--- config.mk ---
export PLATFORM = sky130hd
export DESIGN_NAME = crm_receiver
export DESIGN_NICKNAME = d
export VERILOG_FILES = /design/src/core/crm_pkg.sv /design/src/core/crm_bit_if.sv /design/src/core/crm_receiver.sv /design/src/core/crm_fsk_demod.sv /design/src/core/crm_deframer.sv
export VERILOG_INCLUDE_DIRS = /design/src /design/src/core
export SDC_FILE = /design/constraint.sdc
export NUM_CORES = 1
export LEC_CHECK = 0
export ABC_AREA = 1
export BUFFER_PORTS_ARGS = -buffer_cell sky130_fd_sc_hd__buf_2
export CORE_MARGIN = 2
export CORE_UTILIZATION = 37
export CTS_CLUSTER_DIAMETER = 40
export DETAILED_ROUTE_END_ITERATION = 10
export GPL_TIMING_DRIVEN = 0
export PLACE_DENSITY_LB_ADDON = 0.25
export SLEW_MARGIN = 20
export SYNTH_ARGS = -nofsm -noshare
export SYNTH_HDL_FRONTEND = slang
export SYNTH_HIERARCHICAL = 1
export SYNTH_SLANG_ARGS = --single-unit
--- constraint.sdc ---
create_clock -name clk -period 2.7 [get_ports clk]
set_input_delay 0.675 -clock clk [delete_from_list [all_inputs] [get_ports clk]]
set_output_delay 0.675 -clock clk [all_outputs]
set_load 0.01 [all_outputs]
--- src/core/crm_map.svh ---
// constants for the copper reconfiguration message receiver
`ifndef CRM_MAP_SVH
`define CRM_MAP_SVH
`define CRM_CLK_HZ 10000000
`define CRM_MARK_HZ 1500
`define CRM_SPACE_HZ 2100
`define CRM_BAND_TOP_HZ 2600
`define CRM_BAND_SPLIT_HZ 1800
`define CRM_BAND_LOW_HZ 1200
`define CRM_FLAG 8'h7E
`define CRM_TRIGGER_IDENTIFIER_DISC1 8'h50
`define CRM_TRIGGER_IDENTIFIER_DISC2 8'hE8
`define CRM_TRIGGER_IDENTIFIER_DISC3 8'hB4
`define CRM_TRIGGER_IDENTIFIER_DISC_ANY 8'h0C
`define CRM_TRIGGER_IDENTIFIER_RECONN 8'h22
`define CRM_TRIGGER_IDENTIFIER_VA_START 8'h9A
`define CRM_TRIGGER_IDENTIFIER_VA_RECONN 8'hC6
`define CRM_LSU_OK 3'h0
`define CRM_LSU_OFFHOOK 3'h5
`define CRM_LSU_OTHER 3'h6
`define CRM_LSU_UNKNOWN 3'h3
`define CRM_TRIGGER_IDENTIFIER_LAST 4'h7
`define CRM_LSU_LAST 4'h2
`define CRM_REG_CTRL 5'h00
`define CRM_REG_BITPER 5'h04
`define CRM_REG_REPEAT 5'h08
`define CRM_REG_STATUS 5'h0C
`define CRM_REG_ERRCNT 5'h10
`define CRM_CTRL_ROLE 0
`define CRM_CTRL_CLASS_LO 1
`define CRM_CTRL_CLASS_HI 2
`define CRM_CLASS_ONE 2'h1
`define CRM_CLASS_TWO 2'h2
`define CRM_CLASS_THREE 2'h3
`define CRM_BITPER_RST 16'h208D
`define CRM_REPEAT_RST 4'h3
`endif

--- src/core/crm_pkg.sv ---
// types and decode functions of the message receiver
package crm_pkg;
`include "crm_map.svh"
  typedef enum logic [2:0] {CRM_K_NONE, CRM_K_DISC1, CRM_K_DISC2, CRM_K_DISC3,
    CRM_K_DISC_ANY, CRM_K_RECONN, CRM_K_VA_START, CRM_K_VA_RECONN} crm_kind_t;
  typedef enum logic [1:0] {CRM_S_HUNT, CRM_S_TRIG, CRM_S_LSU, CRM_S_PSB} crm_state_t;

  function automatic crm_kind_t crm_decode(input logic [7:0] code);
    case (code)
      `CRM_TRIGGER_IDENTIFIER_DISC1: crm_decode = CRM_K_DISC1;
      `CRM_TRIGGER_IDENTIFIER_DISC2: crm_decode = CRM_K_DISC2;
      `CRM_TRIGGER_IDENTIFIER_DISC3: crm_decode = CRM_K_DISC3;
      `CRM_TRIGGER_IDENTIFIER_DISC_ANY: crm_decode = CRM_K_DISC_ANY;
      `CRM_TRIGGER_IDENTIFIER_RECONN: crm_decode = CRM_K_RECONN;
      `CRM_TRIGGER_IDENTIFIER_VA_START: crm_decode = CRM_K_VA_START;
      `CRM_TRIGGER_IDENTIFIER_VA_RECONN: crm_decode = CRM_K_VA_RECONN;
      default: crm_decode = CRM_K_NONE;
    endcase
  endfunction

  function automatic logic crm_lsu_ok(input logic [2:0] last_startup_state);
    crm_lsu_ok = (last_startup_state == `CRM_LSU_OK) || (last_startup_state == `CRM_LSU_OFFHOOK) ||
      (last_startup_state == `CRM_LSU_OTHER) || (last_startup_state == `CRM_LSU_UNKNOWN);
  endfunction
endpackage

--- src/core/crm_bit_if.sv ---
// demodulated bit stream between the tone detector and the deframer
`timescale 1ns/1ps
interface crm_bit_if;
  logic bit_stb;
  logic bit_val;
  logic carrier;
  modport src (output bit_stb, output bit_val, output carrier);
  modport snk (input bit_stb, input bit_val, input carrier);
endinterface

--- src/core/crm_receiver.sv ---
// message receiver top: tone detector, deframer, actions and register slave
`timescale 1ns/1ps
`include "crm_map.svh"
module crm_receiver
  import crm_pkg::*;
(
  input wire logic clk,
  input wire logic rst,
  input wire logic line_tone,
  input wire logic [4:0] avs_address,
  input wire logic avs_read,
  input wire logic avs_write,
  input wire logic [31:0] avs_writedata,
  output logic [31:0] avs_readdata,
  output logic avs_waitrequest,
  output logic signature_power_extract_block_enable,
  output logic telephony_connected,
  output logic exch_adapter_bypass,
  output logic voice_adapter_startup,
  output logic voice_adapter_telephony
);
  crm_bit_if bit_bus ();

  logic [2:0] ctrl_q;
  logic [15:0] bitper_q;
  logic [3:0] repeat_q;
  logic [15:0] errcnt_q;
  logic [31:0] rdata_q;
  logic wait_q;
  logic signature_power_extract_block_q, tel_q, bypass_q, va_start_q, va_tel_q;
  logic up_pend_q, down_pend_q;
  logic [7:0] rx_trigger_identifier;
  logic [2:0] rx_lsu;
  logic rx_psb, rx_msg, rx_err;
  logic [3:0] rx_rep;

  // receive only: the line pin feeds the detector, nothing drives back
  crm_fsk_demod u_demod (
    .clk(clk),
    .rst(rst),
    .tone_in(line_tone),
    .bit_period(bitper_q),
    .bits(bit_bus.src)
  );

  crm_deframer u_deframer (
    .clk(clk),
    .rst(rst),
    .repeat_thr(repeat_q),
    .bits(bit_bus.snk),
    .msg_stb(rx_msg),
    .err_stb(rx_err),
    .trigger_identifier(rx_trigger_identifier),
    .last_startup_state(rx_lsu),
    .power_source_bit(rx_psb),
    .rep_cnt(rx_rep)
  );

  // trigger decode and addressing
  wire crm_kind_t kind_w = crm_decode(rx_trigger_identifier);
  wire role_va_w = ctrl_q[`CRM_CTRL_ROLE];
  wire [1:0] class_w = ctrl_q[`CRM_CTRL_CLASS_HI:`CRM_CTRL_CLASS_LO];
  wire class_hit_w = (kind_w == CRM_K_DISC_ANY) ||
    (kind_w == CRM_K_DISC1 && class_w == `CRM_CLASS_ONE) ||
    (kind_w == CRM_K_DISC2 && class_w == `CRM_CLASS_TWO) ||
    (kind_w == CRM_K_DISC3 && class_w == `CRM_CLASS_THREE);
  wire ru_disc_w = rx_msg && !role_va_w && class_hit_w;
  wire ru_reconn_w = rx_msg && !role_va_w && kind_w == CRM_K_RECONN;
  wire va_start_w = rx_msg && role_va_w && kind_w == CRM_K_VA_START;
  wire va_reconn_w = rx_msg && role_va_w && kind_w == CRM_K_VA_RECONN;

  // bus decode
  wire req_w = (avs_read || avs_write) && wait_q;
  wire wr_w = avs_write && !wait_q;
  wire sel_ctrl_w = avs_address == `CRM_REG_CTRL;
  wire sel_bitper_w = avs_address == `CRM_REG_BITPER;
  wire sel_repeat_w = avs_address == `CRM_REG_REPEAT;
  wire sel_status_w = avs_address == `CRM_REG_STATUS;
  wire sel_errcnt_w = avs_address == `CRM_REG_ERRCNT;
  wire [31:0] status_w = {4'h0, rx_rep, 4'h0, rx_trigger_identifier, rx_lsu, rx_psb,
    1'b0, bit_bus.carrier, va_tel_q, va_start_q, bypass_q, tel_q, signature_power_extract_block_q, up_pend_q};
  wire [31:0] rmux_w = sel_ctrl_w ? {29'h0, ctrl_q} :
    sel_bitper_w ? {16'h0, bitper_q} :
    sel_repeat_w ? {28'h0, repeat_q} :
    sel_status_w ? status_w :
    sel_errcnt_w ? {16'h0, errcnt_q} : 32'h0;

  // one idle cycle of waitrequest, then the answer
  always_ff @(posedge clk or posedge rst)
    if (rst)
    begin
      wait_q <= 1'b1;
      rdata_q <= 32'h0;
    end
    else
    begin
      wait_q <= !req_w;
      if (req_w && avs_read)
        rdata_q <= rmux_w;
    end

  always_ff @(posedge clk or posedge rst)
    if (rst)
    begin
      ctrl_q <= 3'h0;
      bitper_q <= `CRM_BITPER_RST;
      repeat_q <= `CRM_REPEAT_RST;
    end
    else if (wr_w)
    begin
      if (sel_ctrl_w)
        ctrl_q <= avs_writedata[2:0];
      if (sel_bitper_w)
        bitper_q <= avs_writedata[15:0];
      if (sel_repeat_w)
        repeat_q <= avs_writedata[3:0];
    end

  // counter clears on write; a same-cycle discard still counts
  always_ff @(posedge clk or posedge rst)
    if (rst)
      errcnt_q <= 16'h0;
    else if (rx_err)
      errcnt_q <= (wr_w && sel_errcnt_w) ? 16'h1 :
        ((errcnt_q == 16'hFFFF) ? errcnt_q : errcnt_q + 16'h1);
    else if (wr_w && sel_errcnt_w)
      errcnt_q <= 16'h0;

  // remote unit: break telephony first, engage extraction one cycle later
  always_ff @(posedge clk or posedge rst)
    if (rst)
    begin
      signature_power_extract_block_q <= 1'b0;
      tel_q <= 1'b1;
      bypass_q <= 1'b1;
      up_pend_q <= 1'b0;
      down_pend_q <= 1'b0;
    end
    else if (ru_disc_w)
    begin
      tel_q <= 1'b0;
      bypass_q <= 1'b0;
      up_pend_q <= 1'b1;
      down_pend_q <= 1'b0;
    end
    else if (ru_reconn_w)
    begin
      signature_power_extract_block_q <= 1'b0;
      bypass_q <= 1'b1;
      down_pend_q <= 1'b1;
      up_pend_q <= 1'b0;
    end
    else if (up_pend_q && !tel_q)
    begin
      signature_power_extract_block_q <= 1'b1;
      up_pend_q <= 1'b0;
    end
    else if (down_pend_q && !signature_power_extract_block_q)
    begin
      tel_q <= 1'b1;
      down_pend_q <= 1'b0;
    end

  // voice adapter commands
  always_ff @(posedge clk or posedge rst)
    if (rst)
    begin
      va_start_q <= 1'b0;
      va_tel_q <= 1'b0;
    end
    else
    begin
      if (va_start_w)
        va_start_q <= 1'b1;
      if (va_reconn_w)
        va_tel_q <= 1'b1;
    end

  assign avs_readdata = rdata_q;
  assign avs_waitrequest = wait_q;
  assign signature_power_extract_block_enable = signature_power_extract_block_q;
  assign telephony_connected = tel_q;
  assign exch_adapter_bypass = bypass_q;
  assign voice_adapter_startup = va_start_q;
  assign voice_adapter_telephony = va_tel_q;
endmodule

--- src/core/crm_fsk_demod.sv ---
// tone detector: half-period measurement and mid-bit sampling
`timescale 1ns/1ps
`include "crm_map.svh"
module crm_fsk_demod
  import crm_pkg::*;
(
  input wire logic clk,
  input wire logic rst,
  input wire logic tone_in,
  input wire logic [15:0] bit_period,
  crm_bit_if.src bits
);
  localparam logic [15:0] MIN_H = 16'(`CRM_CLK_HZ / (2 * `CRM_BAND_TOP_HZ));
  localparam logic [15:0] SPLIT_H = 16'(`CRM_CLK_HZ / (2 * `CRM_BAND_SPLIT_HZ));
  localparam logic [15:0] MAX_H = 16'(`CRM_CLK_HZ / (2 * `CRM_BAND_LOW_HZ));
  logic s1_q, s2_q, s3_q, tone_q, carrier_q, stb_q, val_q;
  logic [15:0] half_q, phase_q;
  wire edge_w = s2_q ^ s3_q;
  // long half period is mark, short is space
  wire mark_w = (half_q >= SPLIT_H) && (half_q <= MAX_H);
  wire space_w = (half_q >= MIN_H) && (half_q < SPLIT_H);
  wire lost_w = half_q > MAX_H;
  wire resync_w = edge_w && (mark_w || space_w) && (!carrier_q || mark_w != tone_q);

  always_ff @(posedge clk or posedge rst)
    if (rst)
    begin
      {s1_q, s2_q, s3_q} <= 3'h0;
      half_q <= 16'h0;
    end
    else
    begin
      {s1_q, s2_q, s3_q} <= {tone_in, s1_q, s2_q};
      half_q <= edge_w ? 16'h1 : (lost_w ? half_q : half_q + 16'h1);
    end

  always_ff @(posedge clk or posedge rst)
    if (rst)
    begin
      tone_q <= 1'b0;
      carrier_q <= 1'b0;
      stb_q <= 1'b0;
      val_q <= 1'b0;
      phase_q <= 16'h0;
    end
    else
    begin
      stb_q <= 1'b0;
      if (lost_w || (edge_w && !mark_w && !space_w))
        carrier_q <= 1'b0;
      else if (resync_w)
      begin
        carrier_q <= 1'b1;
        tone_q <= mark_w;
        phase_q <= bit_period >> 1;
      end
      else if (carrier_q && phase_q == 16'h0)
      begin
        stb_q <= 1'b1;
        val_q <= tone_q;
        phase_q <= bit_period - 16'h1;
      end
      else if (carrier_q)
        phase_q <= phase_q - 16'h1;
    end

  assign bits.bit_stb = stb_q;
  assign bits.bit_val = val_q;
  assign bits.carrier = carrier_q;
endmodule

--- src/core/crm_deframer.sv ---
// flag hunt, field split, code check and repeat counting
`timescale 1ns/1ps
`include "crm_map.svh"
module crm_deframer
  import crm_pkg::*;
(
  input wire logic clk,
  input wire logic rst,
  input wire logic [3:0] repeat_thr,
  crm_bit_if.snk bits,
  output logic msg_stb,
  output logic err_stb,
  output logic [7:0] trigger_identifier,
  output logic [2:0] last_startup_state,
  output logic power_source_bit,
  output logic [3:0] rep_cnt
);
  crm_state_t st_q;
  logic [7:0] sh_q, trigger_identifier_q;
  logic [2:0] lsu_q;
  logic [3:0] cnt_q, rep_q;
  logic [11:0] last_q;
  logic linked_q, msg_q, err_q;
  wire b = bits.bit_val;
  wire flag_w = {sh_q[6:0], b} == `CRM_FLAG;
  // exact code match only, so the code distances stay a pure detection margin
  wire code_ok_w = (crm_decode(trigger_identifier_q) != CRM_K_NONE) && crm_lsu_ok(lsu_q);
  wire chain_w = linked_q && (last_q == {trigger_identifier_q, lsu_q, b});
  wire [3:0] rep_nx_w = chain_w ? ((rep_q == 4'hF) ? rep_q : rep_q + 4'h1) : 4'h1;
  wire [3:0] thr_w = (repeat_thr == 4'h0) ? 4'h1 : repeat_thr;

  always_ff @(posedge clk or posedge rst)
    if (rst)
    begin
      st_q <= CRM_S_HUNT;
      {sh_q, trigger_identifier_q, lsu_q, cnt_q, rep_q, last_q} <= 39'h0;
      {linked_q, msg_q, err_q} <= 3'h0;
    end
    else
    begin
      msg_q <= 1'b0;
      err_q <= 1'b0;
      if (!bits.carrier)
      begin
        st_q <= CRM_S_HUNT;
        linked_q <= 1'b0;
        rep_q <= 4'h0;
      end
      else if (bits.bit_stb)
      begin
        sh_q <= {sh_q[6:0], b};
        cnt_q <= cnt_q + 4'h1;
        case (st_q)
          CRM_S_HUNT:
            if (flag_w)
            begin
              st_q <= CRM_S_TRIG;
              cnt_q <= 4'h0;
              // anything but an immediate flag breaks the repeat chain
              if (cnt_q != `CRM_TRIGGER_IDENTIFIER_LAST)
                linked_q <= 1'b0;
            end
            else if (cnt_q == `CRM_TRIGGER_IDENTIFIER_LAST)
              linked_q <= 1'b0;
          CRM_S_TRIG:
          begin
            trigger_identifier_q <= {trigger_identifier_q[6:0], b};
            if (cnt_q == `CRM_TRIGGER_IDENTIFIER_LAST)
            begin
              st_q <= CRM_S_LSU;
              cnt_q <= 4'h0;
            end
          end
          CRM_S_LSU:
          begin
            lsu_q <= {lsu_q[1:0], b};
            if (cnt_q == `CRM_LSU_LAST)
              st_q <= CRM_S_PSB;
          end
          CRM_S_PSB:
          begin
            st_q <= CRM_S_HUNT;
            cnt_q <= 4'h0;
            if (code_ok_w)
            begin
              last_q <= {trigger_identifier_q, lsu_q, b};
              linked_q <= 1'b1;
              rep_q <= rep_nx_w;
              msg_q <= (rep_nx_w == thr_w);
            end
            else
            begin
              // no repair attempted: drop and hunt again
              linked_q <= 1'b0;
              rep_q <= 4'h0;
              err_q <= 1'b1;
            end
          end
          default: st_q <= CRM_S_HUNT;
        endcase
      end
    end

  assign msg_stb = msg_q;
  assign err_stb = err_q;
  assign trigger_identifier = last_q[11:4];
  assign last_startup_state = last_q[3:1];
  assign power_source_bit = last_q[0];
  assign rep_cnt = rep_q;
endmodule

; After elaboration in Yosys (flattened, before gate mapping)
; Index checks and enable logic that the tools add are counted.
[classes]
n_addsub = 6
n_mul = 0
n_div = 0
magnitude_cmp = 5
n_eq_ne = 56
n_shift = 0
n_mux = 67
bitwise_logic = 4
n_reduce_logical = 73
[ops]
columns = operator, n
row1 = 16-bit two-way mux, 10
row2 = 28-bit two-way mux, 4
row3 = "8-bit equality test, second input constant", 8
row4 = 3-bit one-hot mux with 7 select lines, 2
row5 = 4-bit two-way mux, 9
row6 = 1-bit two-way mux, 34
row7 = "16-bit by 1-bit adder with 16-bit output, second input constant", 2
row8 = "16-bit by 1-bit subtractor with 16-bit output, second input constant", 2
row9 = "8-bit by 7-bit equality test with 1-bit output, second input constant", 3
row10 = 1-bit logical AND, 24
row11 = 2-bit AND reduction, 10
row12 = "3-bit equality test, second input constant", 6
row13 = "16-bit equality test, second input constant", 1
row14 = "8-bit by 4-bit equality test with 1-bit output, second input constant", 2
row15 = "8-bit by 6-bit equality test with 1-bit output, second input constant", 2
row16 = "16-bit by 11-bit greater-or-equal comparator with 1-bit output, second input constant", 1
row17 = "16-bit by 12-bit greater-or-equal comparator with 1-bit output, second input constant", 1
row18 = "16-bit by 13-bit > comparator with 1-bit output, second input constant", 1
row19 = "16-bit by 13-bit <= comparator with 1-bit output, second input constant", 1
row20 = 16-bit zero test, 1
row21 = "16-bit by 12-bit < comparator with 1-bit output, second input constant", 1
row22 = 12-bit equality test, 1
row23 = 4-bit one-hot mux with 3 select lines, 1
row24 = 3-bit AND reduction, 4
row25 = other kinds (35), 80
[totals]
reg_bits = 161
latchBits = 0
ram_bits = 0
mem_bits_ro = 0
input_bits = 42
out_inout_bits = 38
word_cells = 243
memories = 0

; Logic depth before layout (Yosys ltp)
[depth]
ltp_word = 10
depth_mapped = 18
depth_no_buf = 17

; By module
; Netlist, hierarchy kept.
[by_module_without_submodules]
columns = module, n_inst, cells_each, area_per_inst_um2, seq_area_each_um2
row1 = crm_receiver, 1, 503, 4018.9, 1789.2
row2 = crm_fsk_demod, 1, 444, 2950.3, 975.9
row3 = crm_deframer, 1, 365, 2593.7, 1076.0

; Worst setup path after synthesis
; OpenSTA, ideal clock, no wires.
[synth_path]
path_kind = register -> register
from = register u_demod.carrier_q, in the netlist u_demod/bits.carrier
to = register u_demod.phase_q[10]
setup_ns = 0.116
arrival_ns = 1.902
t_required_ns = 2.584
slack_ns = 0.682
stages_incl_launch_ff = 16
n_path_buf = 1
synth_period_minus_slack_ns = 2.018
cell_sequence = dfrtp_1 > inv_2 > nor2_4 > nand3_2 > nor2_4 > buf_8 > nand3b_4 > nand2_2 > ha_1 > nand2_1 > nor2_2 > nand2_2 > o21ai_1 > nand3_1 > nand2_1 > nand2_1
[synth_via]
elab_chain_cells = 5
word_cells_on_any_way = 8
cone_classes = mux: 2 / reduce/logical: 6
[synth_rtl]
columns = element, line_no
row1 = "start, declared", crm_fsk_demod.sv:16  ; logic s1_q, s2_q, s3_q, tone_q, carrier_q, stb_q, val_q;
row2 = "start signal, assigned", crm_fsk_demod.sv:41  ; carrier_q <= 1'b0;
row3 = "start signal, assigned", crm_fsk_demod.sv:50  ; carrier_q <= 1'b0;
row4 = "start signal, assigned", crm_fsk_demod.sv:53  ; carrier_q <= 1'b1;
row5 = 1-bit zero test, --
row6 = 1-bit logical OR, crm_fsk_demod.sv:23  ; wire resync_w = edge_w && (mark_w || space_w) && (!carrier_q || mark_w != tone_q);
row7 = 1-bit logical AND, crm_fsk_demod.sv:23
row8 = 3-bit nonzero test (no line), --
row9 = 2-bit AND reduction (no line), --
row10 = "end signal, assigned", crm_fsk_demod.sv:55  ; phase_q <= bit_period >> 1;
row11 = "end signal, assigned", crm_fsk_demod.sv:61  ; phase_q <= bit_period - 16'h1;
row12 = "end signal, assigned", crm_fsk_demod.sv:64  ; phase_q <= phase_q - 16'h1;
row13 = "end, declared", crm_fsk_demod.sv:17  ; logic [15:0] half_q, phase_q;
; Several ways; a longest one is shown, not always the timed one.
; A chain may end at the register's enable or synchronous reset.

; Final worst setup path
; Same ends and word-level chain as after synthesis.

==> out/results.ini <==
[placed_design]
dpl.hpwl_um=19400
io_buffers=55
place_ws_ns=0.236
placed_area_um2=10400
gp_congestion=0.897

[clocking]
path_clk_slew_ns=0.06
cts_buffers=17
cts.htree.levels=4
cts-root-buf=clkbuf_16
cts.sinks=153
max-clock-path-buffers=2
cts_tree=done
ctsHoldBuffers=0
worstSkewPairLatency_ns=0.43

[pwr]
power.leakage_nw=5.45
ir_drop_v=0.000513
power.density_nw_per_um2=635

[global_routing]
grt_max_degree=39
track_usage_pct=19.8
grt_pass1_wl_um=42000
grt_pass1_vias=8105
grt_overflow=0
antenna_found_initial=0

[floorplanning]
die_width_um=165
ios=80
row_count=58
die_area_um2=27100
initial_core_util_pct=37.9
fp.dieH_um=165
core_area_um2=25300

[synth]
yosys_warnings=6
syn_area_per_cell_um2=7.29
synth.yosys.seq_area_share_pct=40.2
syn_area_um2=9560
synth_edf_count=0
synth_flop_cell=dfrtp_1
ys_ff_latch=153
synth_cell_type_count=53
synthCells=1312
async_flop_share_pct=100

[drt]
wl_met3_um=1160
drtAntennaViolNets=0
drt_pass1_iterations=8
avgViaCountPerCell=4.93
drt_iter0_drc=638
wl_per_cell_um=14.6
highest_layer=met4
wl_met2_um=11700
dr_total_vias=8567
drc=0
wl_um=25400
drt-met1-wl_um=12000

[final_layout]
final_nets=1452
area_growth_pct=14.7
design_area_um2=11000
layout_common_cells=368 x nand2_1, 183 x inv_1, 142 x dfrtp_1, 134 x nor2_1, 85 x nand3_1
fin_util_pct=43.4
diodes=0
layout-drive-gt1-share_pct=16.9
final_common_cell=nand2_1

[setup_path]
worst_setup_path_start_kind=register
cp-end-kind=register
cp_cell_sequence=inv_2 -> nor2_4 -> nand3_2 -> nor2_4 -> buf_8 -> nand3b_4 -> nand2_2 -> ha_1 -> nand2_1 -> nor2_2 -> nand2_2 -> o21ai_1 -> nand3_1 -> nand2_1 -> nand2_1
crit_type=register to register
required_ns=3.02
slowest_delay_ns=0.52
path_depth=15
r2r_cells=15
timing.rr.start=u_demod/bits.carrier
cp.arrival_ns=2.64
critPathBufInv=2
critPathMaxFanout=12
startpoint=u_demod/bits.carrier
crit_top_cell=nand2_1
slowest_stage=dfrtp_2
crit_family=simple AND/OR/NAND/NOR gates

[sta]
fin_worst_skew_ns=0.0109
fin_crit_sh_pct=86.0
grt_setup_unrepaired=no
setup_viol=0
setup_slack_ns=0.379
finalMaxSlewViolations=0
hold_viol=0
worst_pin_slew_ns=0.712
slew_headroom_pct=52.1
period_minus_slack_ns=2.32
setup_tns_ns=0
fmax_ghz=0.431

[worst_hold_path]
hp-class=input port to asynchronous set/reset pin

[flow_run]
cap_violations=0

[outcome]
status=complete, no violations

cells in the mapped netlist, drive strengths merged (2+ instances only):
| master | n | area [um2] |
|---|---|---|
| a21oi | 29 | 149 |
| nor2 | 153 | 669 |
| nand2 | 383 | 1490 |
| nand4 | 39 | 244 |
| ha | 14 | 175 |
| nand3 | 94 | 538 |
| buf | 33 | 255 |
| mux2 | 11 | 161 |
| o22ai | 16 | 100 |
| inv | 199 | 749 |
| dfstp | 10 | 263 |
| a22oi | 2 | 15.0 |
| o31ai | 2 | 15.0 |
| or2 | 3 | 18.8 |
| o21ai | 123 | 721 |
| dfrtp | 143 | 3580 |
| o211ai | 3 | 22.5 |
| o21a | 2 | 15.0 |
| xor2 | 10 | 87.6 |
| nand3b | 5 | 50.1 |
| xnor2 | 2 | 25.0 |
| nor3 | 20 | 120 |
| clkbuf | 7 | 36.3 |
| a21boi | 3 | 22.5 |
worst register-to-register path: cells and delay by family (launching register included):
family,cells,cell delay (ns)
AO/OA/AOI/OAI,1,0.13
adder cells (fa/ha/maj),1,0.19
buffers and inverters,2,0.26
flip-flops,1,0.52
AND/OR/NAND/NOR,11,1.11
power by group:
part	internal (mW)	total, mW	switching (mW)
registers	2.50	2.71	0.208
logic	0.579	1.74	1.16
clock network	1.54	2.51	0.973
timing repair:
item / in CTS / in global routing
buffers inserted: 0 / 0
gates resized for setup: 0 / 1
endpoints found under the setup margin: 0 / 1
cells by family (layout without fill, tap and decap cells):
kind of cell    count (synthesis)  after routing  synth area share, %
compound gates                183            183                 11.3
xor+xnor                       12             12                 1.18
fa+ha+maj                      14             14                 1.83
buf+inv                       239            328                 10.9
flops                         153            153                 40.2
mux                            11             11                 1.69
other cells                     1              8               0.0392
simple gates                  699            699                 32.9
flip-flops by register name, indices dropped and copies added (netlist names), 2 cells and up:
register	cells
u_deframer/trigger_identifier_q	8
bitper_q	16
repeat_q	4
u_deframer/last_q	12
u_deframer/st_q	2
u_deframer/cnt_q	4
u_deframer/sh_q	7
ctrl_q	3
u_demod/half_q	16
errcnt_q	16
u_demod/phase_q	16
u_deframer/rep_cnt	4
avs_readdata	24
u_deframer/lsu_q	3
final cells by class:
cell class                      count  area [um2]
Sequential cell                   153        3840
Tap cell                          330         413
Fill cell                        2540       14300
Timing Repair Buffer               58         350
Inverter                          199         752
Clock buffer                       19         433
Clock inverter                     12         175
Buffer                             40         292
Multi-Input combinational cell    927        4710
stage by stage:
stage	std cells	hold slack [ns]	total power [mW]
2_1_floorplan	1319	0.331	4.00
3_3_place_gp	1704	0.336	4.44
3_5_place_dp	1707	0.336	4.46
4_1_cts	1738	0.308	7.01
5_1_grt	1738	0.332	7.39
6_report	1738	0.307	6.96
layer usage:
metal | GRT usage [%] | up-vias
li1 | - | 4345
met1 | 27.3 | 3977
met2 | 31.7 | 216
met3 | 3.39 | 29
met4 | 6.25 | 0
met5 | 0 | -
worst paths after layout:
path,endpoint,slack (ns)
max in group asynchronous,telephony_connected,1.72
setup reg to reg,u_demod/phase_q[10],0.38
hold / removal,u_demod/half_q[0],0.31
setup / recovery,u_demod/phase_q[10],0.38
hold reg to reg,u_demod/s2_q,0.35
min in group clk,u_demod/s2_q,0.35
No activity file was read; power rests on OpenSTA's default activity.
